## config.mk

```make
export PLATFORM = sky130hd
export DESIGN_NAME = tdf_flow_core
export DESIGN_NICKNAME = d
export VERILOG_FILES = /design/src/design/tdf_flow_core_end.sv /design/src/design/tdf_pkg.sv /design/src/design/tdf_byte_if.sv /design/src/design/tdf_spi_shift.sv /design/src/design/tdf_flow_core.sv
export VERILOG_INCLUDE_DIRS = /design/src /design/src/design
export SDC_FILE = /design/constraint.sdc
export NUM_CORES = 1
export LEC_CHECK = 0
export ABC_AREA = 1
export BUFFER_PORTS_ARGS = -buffer_cell sky130_fd_sc_hd__buf_2
export CAP_MARGIN = 15
export CORE_ASPECT_RATIO = 0.7
export CORE_MARGIN = 5
export CORE_UTILIZATION = 32
export CTS_BUF_LIST = sky130_fd_sc_hd__clkbuf_4 sky130_fd_sc_hd__clkbuf_8
export CTS_CLUSTER_SIZE = 20
export DETAILED_ROUTE_END_ITERATION = 12
export PLACE_DENSITY = 0.47
export SKIP_LAST_GASP = 1
export SLEW_MARGIN = 0
export SYNTH_ARGS = -nofsm -noshare
export SYNTH_HDL_FRONTEND = slang
export SYNTH_SLANG_ARGS = --single-unit
export TNS_END_PERCENT = 20
```

## constraint.sdc

```tcl
create_clock -name ref_clk_i -period 7.8 [get_ports ref_clk_i]
set_input_delay 0.39 -clock ref_clk_i [delete_from_list [all_inputs] [get_ports ref_clk_i]]
set_output_delay 0.39 -clock ref_clk_i [all_outputs]
set_load 0.05 [all_outputs]
```

## src/design/tdf_defs.svh

```systemverilog
/*
  Constants of the flow-meter TDC command core: opcodes, register
  indices, field positions, status bits and timing figures.
  Assumes a 20 MHz core clock; included by bare name.
*/
`ifndef TDF_DEFS_SVH
`define TDF_DEFS_SVH

// Opcodes
`define TDF_OP_RESET 8'h50
`define TDF_OP_CAL 8'h03
`define TDF_OP_TEMP 8'h02
`define TDF_OP_INIT 8'h70
`define TDF_OP_TOF_ALT 8'h05
`define TDF_OP_WRITE 4'h8
`define TDF_OP_RD_RES 6'h2C
`define TDF_OP_RD_STAT 8'hB4
`define TDF_OP_RD_PW 8'hB8

// Register indices and reset value
`define TDF_REG_ANALOG 3'h4
`define TDF_REG_FIRE 3'h5
`define TDF_REG_TIMING 3'h6
`define TDF_CFG_RST 32'h0000_0000

// analog_offset_config fields
`define TDF_COMPARATOR_OFFSET_CODE_MSB 12
`define TDF_COMPARATOR_OFFSET_CODE_LSB 8
`define TDF_NEG_RNG 13
`define TDF_POS_RNG 14
`define TDF_WIDTH_EDGE_SELECT 28
`define TDF_COMPARATOR_OFFSET_CODE_STEP_MV 8'h14

// fire_control_config fields
`define TDF_ONFIRE_MSB 30
`define TDF_ONFIRE_LSB 29
`define TDF_ONFIRE_DOWN 2'h2

// analog_timing_config fields
`define TDF_ANALOG_EN 31
`define TDF_TW2_MSB 23
`define TDF_TW2_LSB 22
`define TDF_INT_MSB 21
`define TDF_INT_LSB 18
`define TDF_SETTLE_MSB 17
`define TDF_SETTLE_LSB 16
`define TDF_MAINS_BASE_SELECT 15
`define TDF_FIRE_IDLE_DEFAULT 14
`define TDF_QUAD 13
`define TDF_TIMO_MSB 11
`define TDF_TIMO_LSB 10

// Interrupt source bits within the mask field
`define TDF_INT_TMO 0
`define TDF_INT_ALU 2

// Status word bits
`define TDF_ST_DIR 3
`define TDF_ST_TOF_TMO 9
`define TDF_ST_TEMP_TMO 11
`define TDF_ST_CAL_TMO 12

// Timing
`define TDF_CLK_KHZ 20000
`define TDF_SETTLE_UNIT_US 240
`define TDF_CHARGE_UNIT_US 100
`define TDF_TIMO_UNIT_US 128
`define TDF_SETTLE_UNIT_CYC (`TDF_SETTLE_UNIT_US * `TDF_CLK_KHZ / 1000)
`define TDF_CHARGE_UNIT_CYC (`TDF_CHARGE_UNIT_US * `TDF_CLK_KHZ / 1000)
`define TDF_TIMO_UNIT_CYC (`TDF_TIMO_UNIT_US * `TDF_CLK_KHZ / 1000)

`endif

```

## src/design/tdf_flow_core_end.sv

```systemverilog
/*
  Empty companion of the command core; holds no logic.
  Assumes nothing of its surroundings.
*/

```

## src/design/tdf_pkg.sv

```systemverilog
/*
  Types of the flow-meter TDC command core.
  Assumes nothing beyond the header of constants.
*/
package tdf_pkg;
  typedef enum logic [2:0] {
    TDF_IDLE = 3'h0,
    TDF_SETTLE = 3'h1,
    TDF_CHARGE = 3'h3,
    TDF_MEASURE = 3'h2,
    TDF_DONE = 3'h6
  } tdf_state_t;

  typedef enum logic [1:0] {
    TDF_K_CAL = 2'h0,
    TDF_K_TEMP = 2'h1,
    TDF_K_TOF = 2'h2
  } tdf_kind_t;
endpackage : tdf_pkg

```

## src/design/tdf_byte_if.sv

```systemverilog
/*
  Byte carrier between the serial shift engine and the command core.
  Assumes both ends share one clock.
*/
`timescale 1ns/10ps
interface tdf_byte_if;
  logic rx_valid;
  logic [7:0] rx_byte;
  logic frame_active;
  logic tx_load;
  logic [31:0] tx_word;

  modport engine (output rx_valid, output rx_byte, output frame_active,
                  input tx_load, input tx_word);
  modport core (input rx_valid, input rx_byte, input frame_active,
                output tx_load, output tx_word);
endinterface : tdf_byte_if

```

## src/design/tdf_spi_shift.sv

```systemverilog
/*
  Serial shift engine, clock idle low, data sampled on the falling
  and shifted on the rising serial clock edge, MSB first.
  Assumes pins synchronous to ref_clk_i and each serial clock half
  period at least two ref_clk_i cycles long.
*/
`timescale 1ns/10ps
module tdf_spi_shift
  import tdf_pkg::*;
(
  input wire logic ref_clk_i,
  input wire logic nrst_i,
  input wire logic ce_i,
  input wire logic sclk_i,
  input wire logic ssn_i,
  input wire logic mosi_i,
  output logic miso_o,
  tdf_byte_if.engine bus
);
  logic sclk_reg;
  logic [2:0] bit_cnt_reg;
  logic [6:0] rx_sh_reg;
  logic [31:0] tx_sh_reg;
  logic rx_valid_reg;
  logic [7:0] rx_byte_reg;
  logic rise;
  logic fall;

  assign rise = sclk_i && !sclk_reg;
  assign fall = !sclk_i && sclk_reg;
  assign bus.rx_valid = rx_valid_reg;
  assign bus.rx_byte = rx_byte_reg;
  assign bus.frame_active = !ssn_i;

  always_ff @(posedge ref_clk_i) begin
    if (!nrst_i) begin
      sclk_reg <= 1'b0;
    end else if (ce_i) begin
      sclk_reg <= sclk_i;
    end
  end

  // Byte assembly
  always_ff @(posedge ref_clk_i) begin
    if (!nrst_i) begin
      bit_cnt_reg <= 3'h0;
      rx_sh_reg <= 7'h00;
      rx_valid_reg <= 1'b0;
      rx_byte_reg <= 8'h00;
    end else if (ce_i) begin
      rx_valid_reg <= 1'b0;
      if (ssn_i) begin
        bit_cnt_reg <= 3'h0;
      end else if (fall) begin
        bit_cnt_reg <= bit_cnt_reg + 3'h1;
        rx_sh_reg <= {rx_sh_reg[5:0], mosi_i};
        if (bit_cnt_reg == 3'h7) begin
          rx_valid_reg <= 1'b1;
          rx_byte_reg <= {rx_sh_reg, mosi_i};
        end
      end
    end
  end

  // Answer shifting
  always_ff @(posedge ref_clk_i) begin
    if (!nrst_i) begin
      tx_sh_reg <= 32'h0000_0000;
      miso_o <= 1'b0;
    end else if (ce_i) begin
      if (bus.tx_load) begin
        tx_sh_reg <= bus.tx_word;
      end else if (!ssn_i && rise) begin
        miso_o <= tx_sh_reg[31];
        tx_sh_reg <= {tx_sh_reg[30:0], 1'b0};
      end
    end
  end
endmodule : tdf_spi_shift

```

## src/design/tdf_flow_core.sv

```systemverilog
/*
  Command interpreter and measurement sequencer of an ultrasonic
  flow-meter TDC, reached through its 4-wire serial port.
  Assumes the analog front end reports each stop hit on hit_valid_i
  with its processed value, and that the host drives the port pins
  synchronous to ref_clk_i.
*/
// Notes on behaviour
// RL1: Opcode 03h runs resonator calibration; completion pulls the interrupt line low.
// RL2: After calibration, opcode B0h reads result word zero holding the measured value.
// RL3: Opcode 02h runs temperature measurement; completion pulls the interrupt line low.
// RL4: Opcode B4h reads status; bits under 1E00h flag temperature errors.
// RL5: Opcodes B0h to B3h read the four temperature result words.
// RL6: Opcode 70h arms the converter; a flight measurement needs that arming.
// RL7: Opcode 05h starts alternating up and down flight measurements.
// RL8: Host waits for the low interrupt line before reading each result.
// RL9: Status bits under 0600h flag a flight timeout, meaning no echo.
// RL10: The processed flight result is read from result word three.
// RL11: Opcode B8h reads the first-wave width ratio; below 0.3 means weak.
// RL12: Fire select value 2 fires down first, so alternation starts downstream.
// RL13: Offset is signed code in mV, plus 20 mV positive range, minus negative.
// RL14: Width edge select zero measures first-wave width on the rising edge.
// RL15: High-pass charge field 3 waits 300 us before measuring.
// RL16: Interrupt mask 1101b enables timeout, arithmetic done and memory end; the core has no memory end source and ignores mask bit 3.
// RL17: Oscillator settle field 2 waits 480 us before measuring.
// RL18: Mains base select zero bases cycle timing on 50 Hz.
// RL19: Fire idle default must be one while the analog input is used.
// RL20: Finest bin select one picks the roughly 23 ps bin.
// RL21: Calibration data stays readable after the next regular measurement.
// RL22: With 512 us temperature cycle, timeout select must be 2 ms.
`timescale 1ns/10ps
`include "tdf_defs.svh"
module tdf_flow_core
  import tdf_pkg::*;
#(
  parameter int SETTLE_UNIT_CYC = `TDF_SETTLE_UNIT_CYC,
  parameter int CHARGE_UNIT_CYC = `TDF_CHARGE_UNIT_CYC,
  parameter int TIMO_UNIT_CYC = `TDF_TIMO_UNIT_CYC
) (
  input wire logic ref_clk_i,
  input wire logic nrst_i,
  input wire logic ce_i,
  input wire logic spi_sclk_i,
  input wire logic spi_ssn_i,
  input wire logic spi_mosi_i,
  output logic spi_miso_o,
  input wire logic hit_valid_i,
  input wire logic [31:0] hit_data_i,
  input wire logic [7:0] width_ratio_i,
  output logic irq_line_low_o,
  output logic fire_up_o,
  output logic fire_down_o,
  output logic fire_idle_default_o,
  output logic analog_enable_o,
  output logic [7:0] comp_offset_mv_o,
  output logic width_edge_select_o,
  output logic mains_base_select_o,
  output logic finest_bin_select_o
);
  tdf_byte_if bus ();
  tdf_state_t state_reg;
  tdf_kind_t kind_reg;
  logic [2:0] byte_cnt_reg;
  logic [2:0] wr_idx_reg;
  logic [23:0] wr_data_reg;
  logic [31:0] analog_offset_config_reg;
  logic [31:0] fire_control_config_reg;
  logic [31:0] analog_timing_config_reg;
  logic [23:0] wait_cnt_reg;
  logic [2:0] hit_cnt_reg;
  logic armed_reg;
  logic alt_mode_reg;
  logic dir_up_reg;
  logic tmo_reg;
  logic [31:0] res_reg [4];
  logic [7:0] pw_reg;
  logic [15:0] status_reg;
  logic [7:0] op;
  logic cmd_valid;
  logic soft_rst;
  logic wr_strobe;
  logic [31:0] wr_word;
  logic start_cal;
  logic start_temp;
  logic start_tof;
  logic first_up;
  logic [23:0] settle_cyc;
  logic [23:0] charge_cyc;
  logic [23:0] timo_cyc;
  logic [2:0] need_hits;
  logic ev_alu;
  logic ev_tmo;
  logic irq_set;
  logic [3:0] int_mask;
  logic [7:0] offset_calc;

  tdf_spi_shift u_shift (
    .ref_clk_i(ref_clk_i),
    .nrst_i(nrst_i),
    .ce_i(ce_i),
    .sclk_i(spi_sclk_i),
    .ssn_i(spi_ssn_i),
    .mosi_i(spi_mosi_i),
    .miso_o(spi_miso_o),
    .bus(bus.engine)
  );

  // Command decode
  assign op = bus.rx_byte;
  assign cmd_valid = bus.rx_valid && byte_cnt_reg == 3'h0;
  assign soft_rst = cmd_valid && op == `TDF_OP_RESET;
  assign wr_strobe = bus.rx_valid && byte_cnt_reg == 3'h4;
  assign wr_word = {wr_data_reg, op};
  assign start_cal = cmd_valid && op == `TDF_OP_CAL && state_reg == TDF_IDLE; // RL1
  assign start_temp = cmd_valid && op == `TDF_OP_TEMP && state_reg == TDF_IDLE; // RL3
  assign start_tof = cmd_valid && state_reg == TDF_IDLE
    && (armed_reg || op == `TDF_OP_INIT) // RL6
    && (op == `TDF_OP_TOF_ALT || (op == `TDF_OP_INIT && alt_mode_reg)); // RL7
  assign first_up = fire_control_config_reg[`TDF_ONFIRE_MSB:`TDF_ONFIRE_LSB]
    != `TDF_ONFIRE_DOWN; // RL12
  assign int_mask = analog_timing_config_reg[`TDF_INT_MSB:`TDF_INT_LSB];
  assign ev_alu = state_reg == TDF_DONE && !tmo_reg;
  assign ev_tmo = state_reg == TDF_DONE && tmo_reg;
  assign irq_set = (ev_alu && int_mask[`TDF_INT_ALU]) || (ev_tmo && int_mask[`TDF_INT_TMO]); // RL16

  // Wait lengths from the timing fields
  always_comb begin
    case (analog_timing_config_reg[`TDF_SETTLE_MSB:`TDF_SETTLE_LSB]) // RL17
      2'h0: settle_cyc = 24'h00_0000;
      2'h1: settle_cyc = 24'(SETTLE_UNIT_CYC);
      2'h2: settle_cyc = 24'(SETTLE_UNIT_CYC * 2);
      default: settle_cyc = 24'(SETTLE_UNIT_CYC * 4);
    endcase
    charge_cyc = 24'(CHARGE_UNIT_CYC *
      int'(analog_timing_config_reg[`TDF_TW2_MSB:`TDF_TW2_LSB])); // RL15
    timo_cyc = 24'(TIMO_UNIT_CYC) << {analog_timing_config_reg[`TDF_TIMO_MSB:`TDF_TIMO_LSB],
      1'b0}; // RL22
    case (kind_reg)
      TDF_K_TEMP: need_hits = 3'h4;
      default: need_hits = 3'h1;
    endcase
  end

  assign offset_calc = {{3{analog_offset_config_reg[`TDF_COMPARATOR_OFFSET_CODE_MSB]}},
      analog_offset_config_reg[`TDF_COMPARATOR_OFFSET_CODE_MSB:`TDF_COMPARATOR_OFFSET_CODE_LSB]}
    + (analog_offset_config_reg[`TDF_POS_RNG] ? `TDF_COMPARATOR_OFFSET_CODE_STEP_MV : 8'h00)
    - (analog_offset_config_reg[`TDF_NEG_RNG] ? `TDF_COMPARATOR_OFFSET_CODE_STEP_MV : 8'h00); // RL13

  // Byte position within a frame
  always_ff @(posedge ref_clk_i) begin
    if (!nrst_i) begin
      byte_cnt_reg <= 3'h0;
      wr_idx_reg <= 3'h0;
      wr_data_reg <= 24'h00_0000;
    end else if (ce_i) begin
      if (!bus.frame_active) begin
        byte_cnt_reg <= 3'h0;
      end else if (bus.rx_valid) begin
        if (byte_cnt_reg == 3'h0) begin
          if (op[7:4] == `TDF_OP_WRITE) begin
            byte_cnt_reg <= 3'h1;
            wr_idx_reg <= op[2:0];
          end
        end else begin
          wr_data_reg <= {wr_data_reg[15:0], op};
          byte_cnt_reg <= (byte_cnt_reg == 3'h4) ? 3'h0 : byte_cnt_reg + 3'h1;
        end
      end
    end
  end

  // Configuration registers
  always_ff @(posedge ref_clk_i) begin
    if (!nrst_i || (ce_i && soft_rst)) begin
      analog_offset_config_reg <= `TDF_CFG_RST;
      fire_control_config_reg <= `TDF_CFG_RST;
      analog_timing_config_reg <= `TDF_CFG_RST;
    end else if (ce_i && wr_strobe) begin
      if (wr_idx_reg == `TDF_REG_ANALOG) begin
        analog_offset_config_reg <= wr_word;
      end else if (wr_idx_reg == `TDF_REG_FIRE) begin
        fire_control_config_reg <= wr_word;
      end else if (wr_idx_reg == `TDF_REG_TIMING) begin
        analog_timing_config_reg <= wr_word;
      end
    end
  end

  // Static front-end controls
  always_ff @(posedge ref_clk_i) begin
    if (!nrst_i) begin
      comp_offset_mv_o <= 8'h00;
      width_edge_select_o <= 1'b0;
      mains_base_select_o <= 1'b0;
      finest_bin_select_o <= 1'b0;
      fire_idle_default_o <= 1'b0;
      analog_enable_o <= 1'b0;
    end else if (ce_i) begin
      comp_offset_mv_o <= offset_calc; // RL13
      width_edge_select_o <= analog_offset_config_reg[`TDF_WIDTH_EDGE_SELECT]; // RL14
      mains_base_select_o <= analog_timing_config_reg[`TDF_MAINS_BASE_SELECT]; // RL18
      finest_bin_select_o <= analog_timing_config_reg[`TDF_QUAD]; // RL20
      fire_idle_default_o <= analog_timing_config_reg[`TDF_FIRE_IDLE_DEFAULT]; // RL19
      analog_enable_o <= analog_timing_config_reg[`TDF_ANALOG_EN];
    end
  end

  // Measurement sequencer
  always_ff @(posedge ref_clk_i) begin
    if (!nrst_i || (ce_i && soft_rst)) begin
      state_reg <= TDF_IDLE;
      kind_reg <= TDF_K_CAL;
      wait_cnt_reg <= 24'h00_0000;
      hit_cnt_reg <= 3'h0;
      armed_reg <= 1'b0;
      alt_mode_reg <= 1'b0;
      dir_up_reg <= 1'b0;
      tmo_reg <= 1'b0;
    end else if (ce_i) begin
      if (cmd_valid && op == `TDF_OP_INIT) begin
        armed_reg <= 1'b1; // RL6
      end
      case (state_reg)
        TDF_IDLE: begin
          if (start_cal || start_temp || start_tof) begin
            state_reg <= TDF_SETTLE;
            wait_cnt_reg <= settle_cyc; // RL17
            hit_cnt_reg <= 3'h0;
            tmo_reg <= 1'b0;
            kind_reg <= start_cal ? TDF_K_CAL : (start_temp ? TDF_K_TEMP : TDF_K_TOF);
            if (start_cal || start_temp) begin
              alt_mode_reg <= 1'b0;
            end
            if (start_tof && op == `TDF_OP_TOF_ALT) begin
              alt_mode_reg <= 1'b1; // RL7
              dir_up_reg <= first_up; // RL12
            end
          end
        end
        TDF_SETTLE: begin
          if (wait_cnt_reg != 24'h00_0000) begin
            wait_cnt_reg <= wait_cnt_reg - 24'h00_0001;
          end else if (kind_reg == TDF_K_TOF && charge_cyc != 24'h00_0000) begin
            state_reg <= TDF_CHARGE; // RL15
            wait_cnt_reg <= charge_cyc;
          end else begin
            state_reg <= TDF_MEASURE;
            wait_cnt_reg <= timo_cyc;
          end
        end
        TDF_CHARGE: begin
          if (wait_cnt_reg != 24'h00_0000) begin
            wait_cnt_reg <= wait_cnt_reg - 24'h00_0001;
          end else begin
            state_reg <= TDF_MEASURE;
            wait_cnt_reg <= timo_cyc;
          end
        end
        TDF_MEASURE: begin
          if (hit_valid_i) begin
            hit_cnt_reg <= hit_cnt_reg + 3'h1;
            if (hit_cnt_reg + 3'h1 == need_hits) begin
              state_reg <= TDF_DONE;
            end
          end else if (wait_cnt_reg == 24'h00_0000) begin
            state_reg <= TDF_DONE; // RL9
            tmo_reg <= 1'b1;
          end else begin
            wait_cnt_reg <= wait_cnt_reg - 24'h00_0001;
          end
        end
        TDF_DONE: begin
          state_reg <= TDF_IDLE;
          if (kind_reg == TDF_K_TOF) begin
            armed_reg <= 1'b0; // RL6
            dir_up_reg <= !dir_up_reg; // RL7
          end
        end
        default: state_reg <= TDF_IDLE;
      endcase
    end
  end

  // Result words and first-wave width; words hold until overwritten or cleared by reset or soft reset
  always_ff @(posedge ref_clk_i) begin
    if (!nrst_i || (ce_i && soft_rst)) begin
      for (int i = 0; i < 4; i++) begin
        res_reg[i] <= 32'h0000_0000;
      end
      pw_reg <= 8'h00;
    end else if (ce_i && state_reg == TDF_MEASURE && hit_valid_i) begin
      if (kind_reg == TDF_K_TOF) begin
        res_reg[3] <= hit_data_i; // RL10
        pw_reg <= width_ratio_i; // RL11
      end else begin
        res_reg[hit_cnt_reg[1:0]] <= hit_data_i; // RL2 RL5 RL21
      end
    end
  end

  // Status word
  always_ff @(posedge ref_clk_i) begin
    if (!nrst_i || (ce_i && soft_rst)) begin
      status_reg <= 16'h0000;
    end else if (ce_i) begin
      if (state_reg == TDF_IDLE && (start_cal || start_temp || start_tof)) begin
        status_reg <= 16'h0000;
      end else if (state_reg == TDF_DONE) begin
        status_reg[2:0] <= hit_cnt_reg;
        status_reg[`TDF_ST_DIR] <= dir_up_reg;
        status_reg[`TDF_ST_TOF_TMO] <= tmo_reg && kind_reg == TDF_K_TOF; // RL9
        status_reg[`TDF_ST_TEMP_TMO] <= tmo_reg && kind_reg == TDF_K_TEMP; // RL4
        status_reg[`TDF_ST_CAL_TMO] <= tmo_reg && kind_reg == TDF_K_CAL; // RL4
      end
    end
  end

  // Read answers
  always_comb begin
    bus.tx_load = 1'b0;
    bus.tx_word = 32'h0000_0000;
    if (cmd_valid) begin
      if (op[7:2] == `TDF_OP_RD_RES) begin
        bus.tx_load = 1'b1;
        bus.tx_word = res_reg[op[1:0]]; // RL5
      end else if (op == `TDF_OP_RD_STAT) begin
        bus.tx_load = 1'b1;
        bus.tx_word = {16'h0000, status_reg}; // RL4
      end else if (op == `TDF_OP_RD_PW) begin
        bus.tx_load = 1'b1;
        bus.tx_word = {24'h00_0000, pw_reg}; // RL11
      end
    end
  end

  // Interrupt line; a new completion wins over the release by a command
  always_ff @(posedge ref_clk_i) begin
    if (!nrst_i) begin
      irq_line_low_o <= 1'b1;
    end else if (ce_i) begin
      if (irq_set) begin
        irq_line_low_o <= 1'b0; // RL1 RL3
      end else if (cmd_valid) begin
        irq_line_low_o <= 1'b1;
      end
    end
  end

  // Fire enables follow the flight direction while measuring
  always_ff @(posedge ref_clk_i) begin
    if (!nrst_i) begin
      fire_up_o <= 1'b0;
      fire_down_o <= 1'b0;
    end else if (ce_i) begin
      fire_up_o <= state_reg == TDF_MEASURE && kind_reg == TDF_K_TOF && dir_up_reg; // RL7
      fire_down_o <= state_reg == TDF_MEASURE && kind_reg == TDF_K_TOF && !dir_up_reg;
    end
  end
endmodule : tdf_flow_core

```

==> run metrics, run 1 <==
post-route cell area ~16000 um^2; area of the die 48500 um^2; post-synth top area share 27.2%; clock insertion delay at the later pin of the skew report 0.61 ns; Gate Count Post-Synth between 1500 and 2000; antenna violations before repair 0; Post-DP Area 14900 um^2; Starting Density 32.3%; antenna viol nets, final 0; Final #Nets 1853; Iter 0 DRT Violations 715; number of flops mapped to enable cells by yosys ~130; Startpoint Class flop; fraction of the yosys area taken by sequential cells about 50%; first drt pass iteration count 5; Max-slew headroom 28.1%; vias in the first global route 10991; largest net degree at the start of global routing 80; Syn. warnings 0; Final Cycle Share between 30% and 40%; Max Cap Viol 0; max reg flops 128; commonest cells after routing, fill and taps aside nand2_1 (321), nor2_1 (308), dfxtp_1 (168), inv_1 (143), o21ai_0 (142); chip width between 200 and 300 um; # H-tree levels 2; Mapped Area 14100 um^2; critical path class flop to flop; Pwr Density 254 nW/um^2; Fmax roughly 320 MHz; Final Hold Viols 0; DR vias 11532; DRT Wirelength 39.1 mm; row count 64; Avg Cell Area, Syn 8.15 um^2; DRC viols 0; Min Hold Slack roughly 0.060 ns; port bufs 63; # IOs between 60 and 70; number of synthesized register bits 297; Worst-Margin Slew 1.08 ns; Static Leak 0.00660 uW; core area 43600 um^2; leading cell type in the layout, fill and taps excluded nand2_1; crit path DAT around 3.3 ns; diode count 0; global-route usage over all layers 15.9%; Die Y 186 um; Clock Skews 0.0281 ns; TNS Setup 0 ns; Async S/R FF share, synth 0%; R2R Path Start byte_cnt_reg[0]; Final setup viols 0; Peak supply drop 98.4 uV; Syn Nets approximately 1800; grt ovf 0; clock root cell clkbuf_8; Slew Viols, Final 0; post-synth cell types 51; dpl hpwl 24.6 mm; Worst Hold Class primary input to flop; Worst Setup SP byte_cnt_reg[0]; synthesis-to-layout area growth 13.9%; Setup crit end kind flop; Vias/cell 4.77; post-DR wirelength/cell 16.2 um; CTS Sinks between 200 and 300; Top FF cell, synth dfxtp_1; crit-path max FO 53; status completed; layout cells sized above 1 13.1%; CTS clk-pin slew, worst paths ~0.060 ns; TritonCTS clock tree built; largest area contributor in the netlist edfxtp_1; GPL Wtd Cong just over 0.8; HP Start spi_mosi_i; required time worst endpoint 8.02 ns; largest cells by area after synthesis edfxtp_1 (27%), dfxtp_1 (24%), nand2_1 (8.5%), nor2_1 (8.2%), o21ai_0 (5.0%); final worst path period need between 3 and 4 ns; maximum clock insertion buffer count 3; first-pass GRT wire length about 61 mm; CTS Buf Count 52; RSZ-0062 raised after global routing false
==> final timing paths <==
| kind | end | slack (ns) | cells after the start |
|---|---|---|---|
| max | res_reg[3][19] | 4.71 | 10 |
| min reg2reg | wr_data_reg[21] | 0.45 | 2 |
| max reg2reg | res_reg[3][19] | 4.71 | 10 |
| min | u_shift.rx_sh_reg[0] | 0.06 | 3 |
==> metrics by stage <==
| step | utilization, % | setup slack (ns) | power, uW | instances |
|---|---|---|---|---|
| after floorplan | - | 4.09 | 2340 | 1732 |
| after global placement | 34.1 | 4.35 | 2530 | 2319 |
| after detailed placement | 34.1 | 4.26 | 2530 | 2319 |
| after CTS | 36.8 | 4.70 | 4120 | 2420 |
| after global routing | 36.8 | 4.52 | 4300 | 2420 |
| final | 36.8 | 4.71 | 4080 | 2420 |
==> cell type report <==
| type | count | area [um^2] |
|---|---|---|
| Clock buffer | 89 | 1080 |
| Clock inverter | 8 | 77.6 |
| Fill cell | 4604 | 27600 |
| Inverter | 165 | 622 |
| Multi-Input combinational cell | 1187 | 5860 |
| Sequential cell | 297 | 7230 |
| Tap cell | 594 | 743 |
| Timing Repair Buffer | 80 | 453 |
==> per-layer routing <==
metal	wire length (um)	track usage [%]
met2	16100	23.9
met3	1970	2.63
met1	20400	24.0
met4	648	3.91
met5	0	0
==> critical path, cell delays in order (launching register included) <==
cell and delay (ns):
dfxtp_1 0.32, inv_1 0.07, ha_1 0.20, inv_2 0.09, nor3_2 0.26, nand4_1 0.15, nand2_2 0.09, buf_4 0.56
o21ai_0 0.26, a31oi_4 0.19, buf_4 0.48
==> where the power goes <==
group          total, uW  leakage (uW)  internal, uW  switching (uW)
Combinational        729       0.00328           218             511
Sequential          1780       0.00269          1720            61.1
Clock               1570      0.000621           904             667
Total               4080       0.00660          2840            1240
==> Yosys cell counts, types with 14 or more instances <==
master and instances:
o21ai_1 25, clkbuf_1 45, a32oi_1 19, nor3_1 15, inv_2 19, edfxtp_1 128
buf_2 22, nor2_1 308, ha_1 21, nand4_1 21, inv_1 143, dfxtp_1 169
a21oi_1 123, xor2_1 14, nand2_1 321, o22ai_1 19, nand3_1 68, o21ai_0 142
==> cell families (layout without fill, tap and decap cells) <==
logic type / after synthesis / count (layout) / synth area share (%)
and+or+nand+nor: 793 / 793 / 24.4
buffers and inverters: 248 / 342 / 7.37
DFF: 297 / 297 / 51.2
AOI/OAI and AO/OA: 356 / 356 / 13.9
xor gates and xnor gates: 15 / 15 / 0.931
adders and majority gates: 23 / 23 / 2.15
==> what timing repair did <==
action                                  in CTS  in global routing
endpoints found under the hold margin        4                  0
endpoints found under the setup margin       0                  0
setup buffers                                0                  0
hold buffers                                 4                  0
gates resized for setup                      0                  0
No activity file was read; power rests on OpenSTA's default activity.
==> run 2, diff against run 1 <==
PLACE_DENSITY = 0.49   (was 0.47)
clock period = 2.7 ns   (was 7.8 ns; I/O delays follow)
==> run metrics, run 2 (synthesized netlist as in run 1, its figures left out) <==
area of the die 48500 um^2 (unchanged); DRC viols 0 (unchanged); chip width 261 um (unchanged); required time worst endpoint 3.12 ns (-4.90 ns); core area 43600 um^2 (unchanged); vias in the first global route 11133 (+1.3%); leading cell type in the layout, fill and taps excluded nand2_1; DR vias 11882 (+3.0%); CP max-delay cell nor2_4; clock root cell clkbuf_8; largest net degree at the start of global routing 78 (-2.5%); delay of the slowest critical-path stage 0.86 ns (+0.30 ns); Fmax 378 MHz (+17%); TNS Setup 0 ns (unchanged); Reg2Reg Setup Slack 0.06 ns (-4.65 ns); Iter 0 DRT Violations 877 (+23%); CTS Buf Count 49 (-5.8%); Starting Density 32.3% (unchanged); CTS clk-pin slew, worst paths 0.06 ns (about the same); first-pass GRT wire length 62.4 mm (+1.8%); Vias/cell 4.81 (+0.99%); Static Leak 0.00680 uW (+3.1%); global-route usage over all layers 16.1% (+0.14 points); DRT Wirelength 39.3 mm (+0.61%); Final Cycle Share 97.9% (+58 points); grt ovf 0 (unchanged); GPL Wtd Cong 0.839 (+3.9%); max reg flops 128 (unchanged); # H-tree levels 2 (unchanged); maximum clock insertion buffer count 3 (unchanged); diode count 0 (unchanged); Final Hold Viols 0 (unchanged); post-DR wirelength/cell 15.9 um (-1.4%); dpl hpwl 25.2 mm (+2.3%); Setup crit end res_reg[1][22]; final worst path period need 2.64 ns (-0.446 ns); Worst Setup SP byte_cnt_reg[0]; Slew Viols, Final 0 (unchanged); Max Cap Viol 0 (unchanged); final core occ 37.9% (+1.1 points); first drt pass iteration count 5 (unchanged); crit path DAT 3.06 ns (-0.25 ns); Pwr Density 700 nW/um^2 (+180%); Startpoint Class flop; R2R Path Start byte_cnt_reg[0]; CP Buf/Inv Count 2 (-2); crit-path max FO 32 (-40%); Worst Hold Class primary input to flop; synthesis-to-layout area growth 17.3%; Setup crit end kind flop; worst reg2reg endpoint res_reg[1][22]; Max-slew headroom 27.6% (-0.46 points); CTS Sinks 297 (unchanged); worst setup margin 0.0568 ns (-4.65 ns); critical path, cell by cell inv_1, ha_1, inv_2, nor3_2, nand4_1, nand2_2, nor2_4, nand2_1, nor2_1; commonest cells after routing, fill and taps aside nand2_1 (321), nor2_1 (308), dfxtp_1 (168), inv_1 (143), o21ai_0 (142); delay-heaviest family, CP simple AND/OR/NAND/NOR gates; Clock Skews 0.0199 ns (-0.00824 ns); cts repair resizes 0 (unchanged); Die Y 186 um (unchanged); antenna violations before repair 0 (unchanged); WP depth 9 (-1); Final setup viols 0 (unchanged); Post-CTS Setup Bufs 0 (unchanged); Peak supply drop 320 uV (+230%); clock insertion delay at the later pin of the skew report 0.60 ns (about the same); # IOs 64 (unchanged); TritonCTS clock tree built; antenna viol nets, final 0 (unchanged); Setup WS pre-CTS 0.0636 ns (-4.20 ns); Worst R2R Path Depth 9 (-1); Final #Nets 1908 (+3.0%); row count 64 (unchanged); RSZ-0062 raised after global routing true; port bufs 63 (unchanged); Worst-Margin Slew 1.08 ns (+0.00685 ns); layout cells sized above 1 13.0% (-0.075 points); critical path class flop to flop; status completed
run 2: cell types whose count changed in the layout (fill, tap and decap cells not counted), sizes merged:
cell,change
dlygate4sd3,+41
bufinv,+1
buf,+17
clkinv,+3
clkbuf,-13
run 2: layout make-up:
cell class / instances / area, um^2
tap: 594 / 743
sequential: 297 / 7230
inverter: 165 / 622
fill: 4481 / 27100
multi-input combinational: 1187 / 5860
timing repair buffer: 138 / 1070
clock buffer: 76 / 908
clock inverter: 12 / 119
run 2: report_power, final:
group          internal [uW]  switching (uW)
sequential              4950             176
clock                   2330            1870
combinational            711            1530
total                   8000            3580
run 2: worst reg2reg max path: cells and delay by family (launching register included):
kind | cells | cell delay (ns)
flip-flops | 1 | 0.35
adder cells (fa/ha/maj) | 1 | 0.24
buffers and inverters | 2 | 0.19
AND/OR/NAND/NOR | 6 | 1.70
run 2: per-layer routing:
layer / global-route usage, % / routed length, um / up-vias
met3: 2.56 / 2080 / 56
met2: 23.5 / 16300 / 306
met5: 0 / 0 / -
li1: - / - / 5968
met1: 24.8 / 20200 / 5552
met4: 3.93 / 751 / 0
run 2: worst min-delay path by stage:
stage / to / startpoint / cells past startpoint / slack [ns]
global placement: pw_reg[7] / width_ratio_i[7] / 3 / 0.36
global route: tmo_reg / hit_valid_i / 6 / 0.09
detailed placement: pw_reg[7] / width_ratio_i[7] / 3 / 0.37
floorplan: u_shift.rx_sh_reg[0] / spi_mosi_i / 2 / 0.27
CTS: tmo_reg / hit_valid_i / 6 / 0.03
finish: tmo_reg / hit_valid_i / 6 / 0.07
run 2: what timing repair did:
item                       CTS  global route
hold buffers                45             0
setup endpoints to repair    0           125
hold endpoints to repair   151             0
run 2: per-stage QoR:
stage          area (um^2)  hold slack, ns  instances  total power (uW)
2_1_floorplan        14100           0.270       1732              6760
3_3_place_gp         15100           0.363       2336              7380
3_5_place_dp         15100           0.367       2336              7390
4_1_cts              16500          0.0334       2469             11700
5_1_grt              16500          0.0874       2469             12200
6_report             16500          0.0737       2469             11600
==> run 3, diff against run 2 <==
PLACE_DENSITY = not set   (was 0.49)
==> run metrics, run 3 (synthesized netlist as in run 1, its figures left out) <==
status completed; Comb pwr share 19.2% (-0.2 points); Placed Cells 2336 (unchanged); required time worst endpoint 3.11 ns (about the same); Worst Hold Class primary input to flop; core area 43600 um^2 (unchanged); antenna viol nets, final 0 (unchanged); Post-CTS Setup Bufs 0 (unchanged); antenna violations before repair 1 (+1); first-pass GRT wire length 60.5 mm (-3.1%); post-DR wirelength/cell 15.5 um (-2.7%); DRT Wirelength 38.4 mm (-2.5%); Peak supply drop 368 uV (+15%); Static Leak 0.00682 uW (+0.22%); Worst R2R Path Depth 10 (+1); Iter 0 DRT Violations 871 (-0.68%); worst setup margin 0.0414 ns (-0.0154 ns); Pwr Density 693 nW/um^2 (-0.92%); CTS Sinks 297 (unchanged); # H-tree levels 2 (unchanged); Psw 3560 uW (-0.52%); Final setup viols 0 (unchanged); leading cell type in the layout, fill and taps excluded nand2_1; # fillers 4440 (-0.91%); fin cells 2474 (+0.20%); Clock Skews 0.0367 ns (+0.0168 ns); # IOs 64 (unchanged); port bufs 63 (unchanged); Final Hold Viols 0 (unchanged); synthesis-to-layout area growth 17.6%; Slew Viols, Final 0 (unchanged); Max Cap Viol 0 (unchanged); crit path DAT 3.07 ns (about the same); max reg flops 128 (unchanged); GPL Wtd Cong 0.874 (+4.1%); TritonCTS clock tree built; Min Hold Slack 0.0601 ns (-0.0137 ns); row count 64 (unchanged); dpl hpwl 24.7 mm (-2.0%); Hold Path Depth 6 (unchanged); Worst-Margin Slew 0.742 ns (-0.341 ns); RSZ-0062 raised after global routing true; area of the die 48500 um^2 (unchanged); maximum clock insertion buffer count 3 (unchanged); clock insertion delay at the later pin of the skew report 0.60 ns (about the same); Die Y 186 um (unchanged); DR vias 11920 (+0.32%); register area 7230 um^2 (unchanged); Startpoint Class flop; Sw Share 31.0% (+0.054 points); Pint 7940 uW (-0.78%); final worst path period need 2.66 ns (+0.0154 ns); chip width 261 um (unchanged); Final Cycle Share 98.5% (+0.57 points); Setup WS pre-CTS 0.0897 ns (+0.0261 ns); first drt pass iteration count 7 (+2); Final #Nets 1910 (+0.10%); layout cells sized above 1 13.3% (+0.29 points); Fmax 376 MHz (-0.58%); grt ovf 0 (unchanged); Vias/cell 4.82 (+0.12%); clock share of power 36.1% (-0.2 points); critical path class flop to flop; vias in the first global route 11378 (+2.2%); global-route usage over all layers 15.4% (-0.65 points); Seq pwr share 44.6% (+0.3 points); CTS Buf Count 50 (+2.0%); DRC viols 0 (unchanged); clock root cell clkbuf_8; Setup crit end kind flop; CTS clk-pin slew, worst paths 0.06 ns (about the same); Starting Density 32.3% (unchanged); commonest cells after routing, fill and taps aside nand2_1 (321), nor2_1 (308), dfxtp_1 (168), inv_1 (143), o21ai_0 (142); largest net degree at the start of global routing 78 (unchanged); area of the multi-input gates 5870 um^2 (+0.19%); crit-path max FO 32 (unchanged); Max-slew headroom 50.4% (+23 points)
[run 3: cell types whose count changed in the layout (fill, tap and decap cells not counted), moves of 2 or more]
cell	delta
clkinv_1	-2
clkinv_2	+3
clkbuf_8	+5
bufinv_16	-2
clkbuf_4	-2
[run 3: per-stage QoR]
| stage | area (um^2) | TNS, ns | util, % | total power, uW |
|---|---|---|---|---|
| after global placement | 15100 | 0 | 34.6 | 7330 |
| after floorplan | 14100 | 0 | - | 6760 |
| after CTS | 16600 | 0 | 38.0 | 11600 |
| final | 16600 | 0 | 38.0 | 11500 |
| after detailed placement | 15100 | 0 | 34.6 | 7350 |
| after global routing | 16600 | -3.62 | 38.0 | 12100 |
[run 3: worst max-delay path, cell delays in order, from the launching register on]
cell and delay [ns]:
dfxtp_1 0.35, inv_1 0.07, ha_1 0.24, inv_2 0.12, nor3_2 0.07, nand4_1 0.12, nand2_2 0.21, inv_2 0.17
buf_4 0.23, nand4_4 0.56, nor2_1 0.30
[run 3: repair_timing]
| item | 4_1_cts | 5_1_grt |
|---|---|---|
| endpoints found under the hold margin | 148 | 0 |
| resized for setup | 0 | 1 |
| hold buffers | 45 | 0 |
| setup endpoints to repair | 0 | 87 |
[run 3: layer usage]
layer,global-route usage (%),part of all wire [%],up-vias,routed length [um]
met5,0,0,-,0
met4,4.20,2.2,0,855
met3,2.63,6.4,67,2470
met2,23.9,43,338,16600
met1,22.4,48,5536,18400
li1,-,-,5979,-
[run 3: layout make-up]
type                    count  area share, %
flip-flops and latches    297           43.6
multi-input cells        1188           35.4
repair buffers            138           6.50
clock buffers              79           5.80
well taps                 594           4.48
inverters                 165           3.75
clock inverters            12          0.460
diodes                      1         0.0151
[run 3: path summary, 6_finish.rpt]
check / start / endpoint / slack (ns)
hold reg to reg: wr_data_reg[13] / wr_data_reg[21] / 0.44
setup / recovery: byte_cnt_reg[0] / res_reg[0][13] / 0.04
hold / removal: hit_valid_i / tmo_reg / 0.06
setup reg to reg: byte_cnt_reg[0] / res_reg[0][13] / 0.04
[run 3: power by group through the flow]
stage	clock [uW]	combinational, uW	sequential [uW]
after floorplan	0	1560	5200
after global placement	0	2110	5210
after detailed placement	0	2120	5220
after CTS	4260	2190	5130
after global routing	4460	2490	5160
final	4150	2210	5130
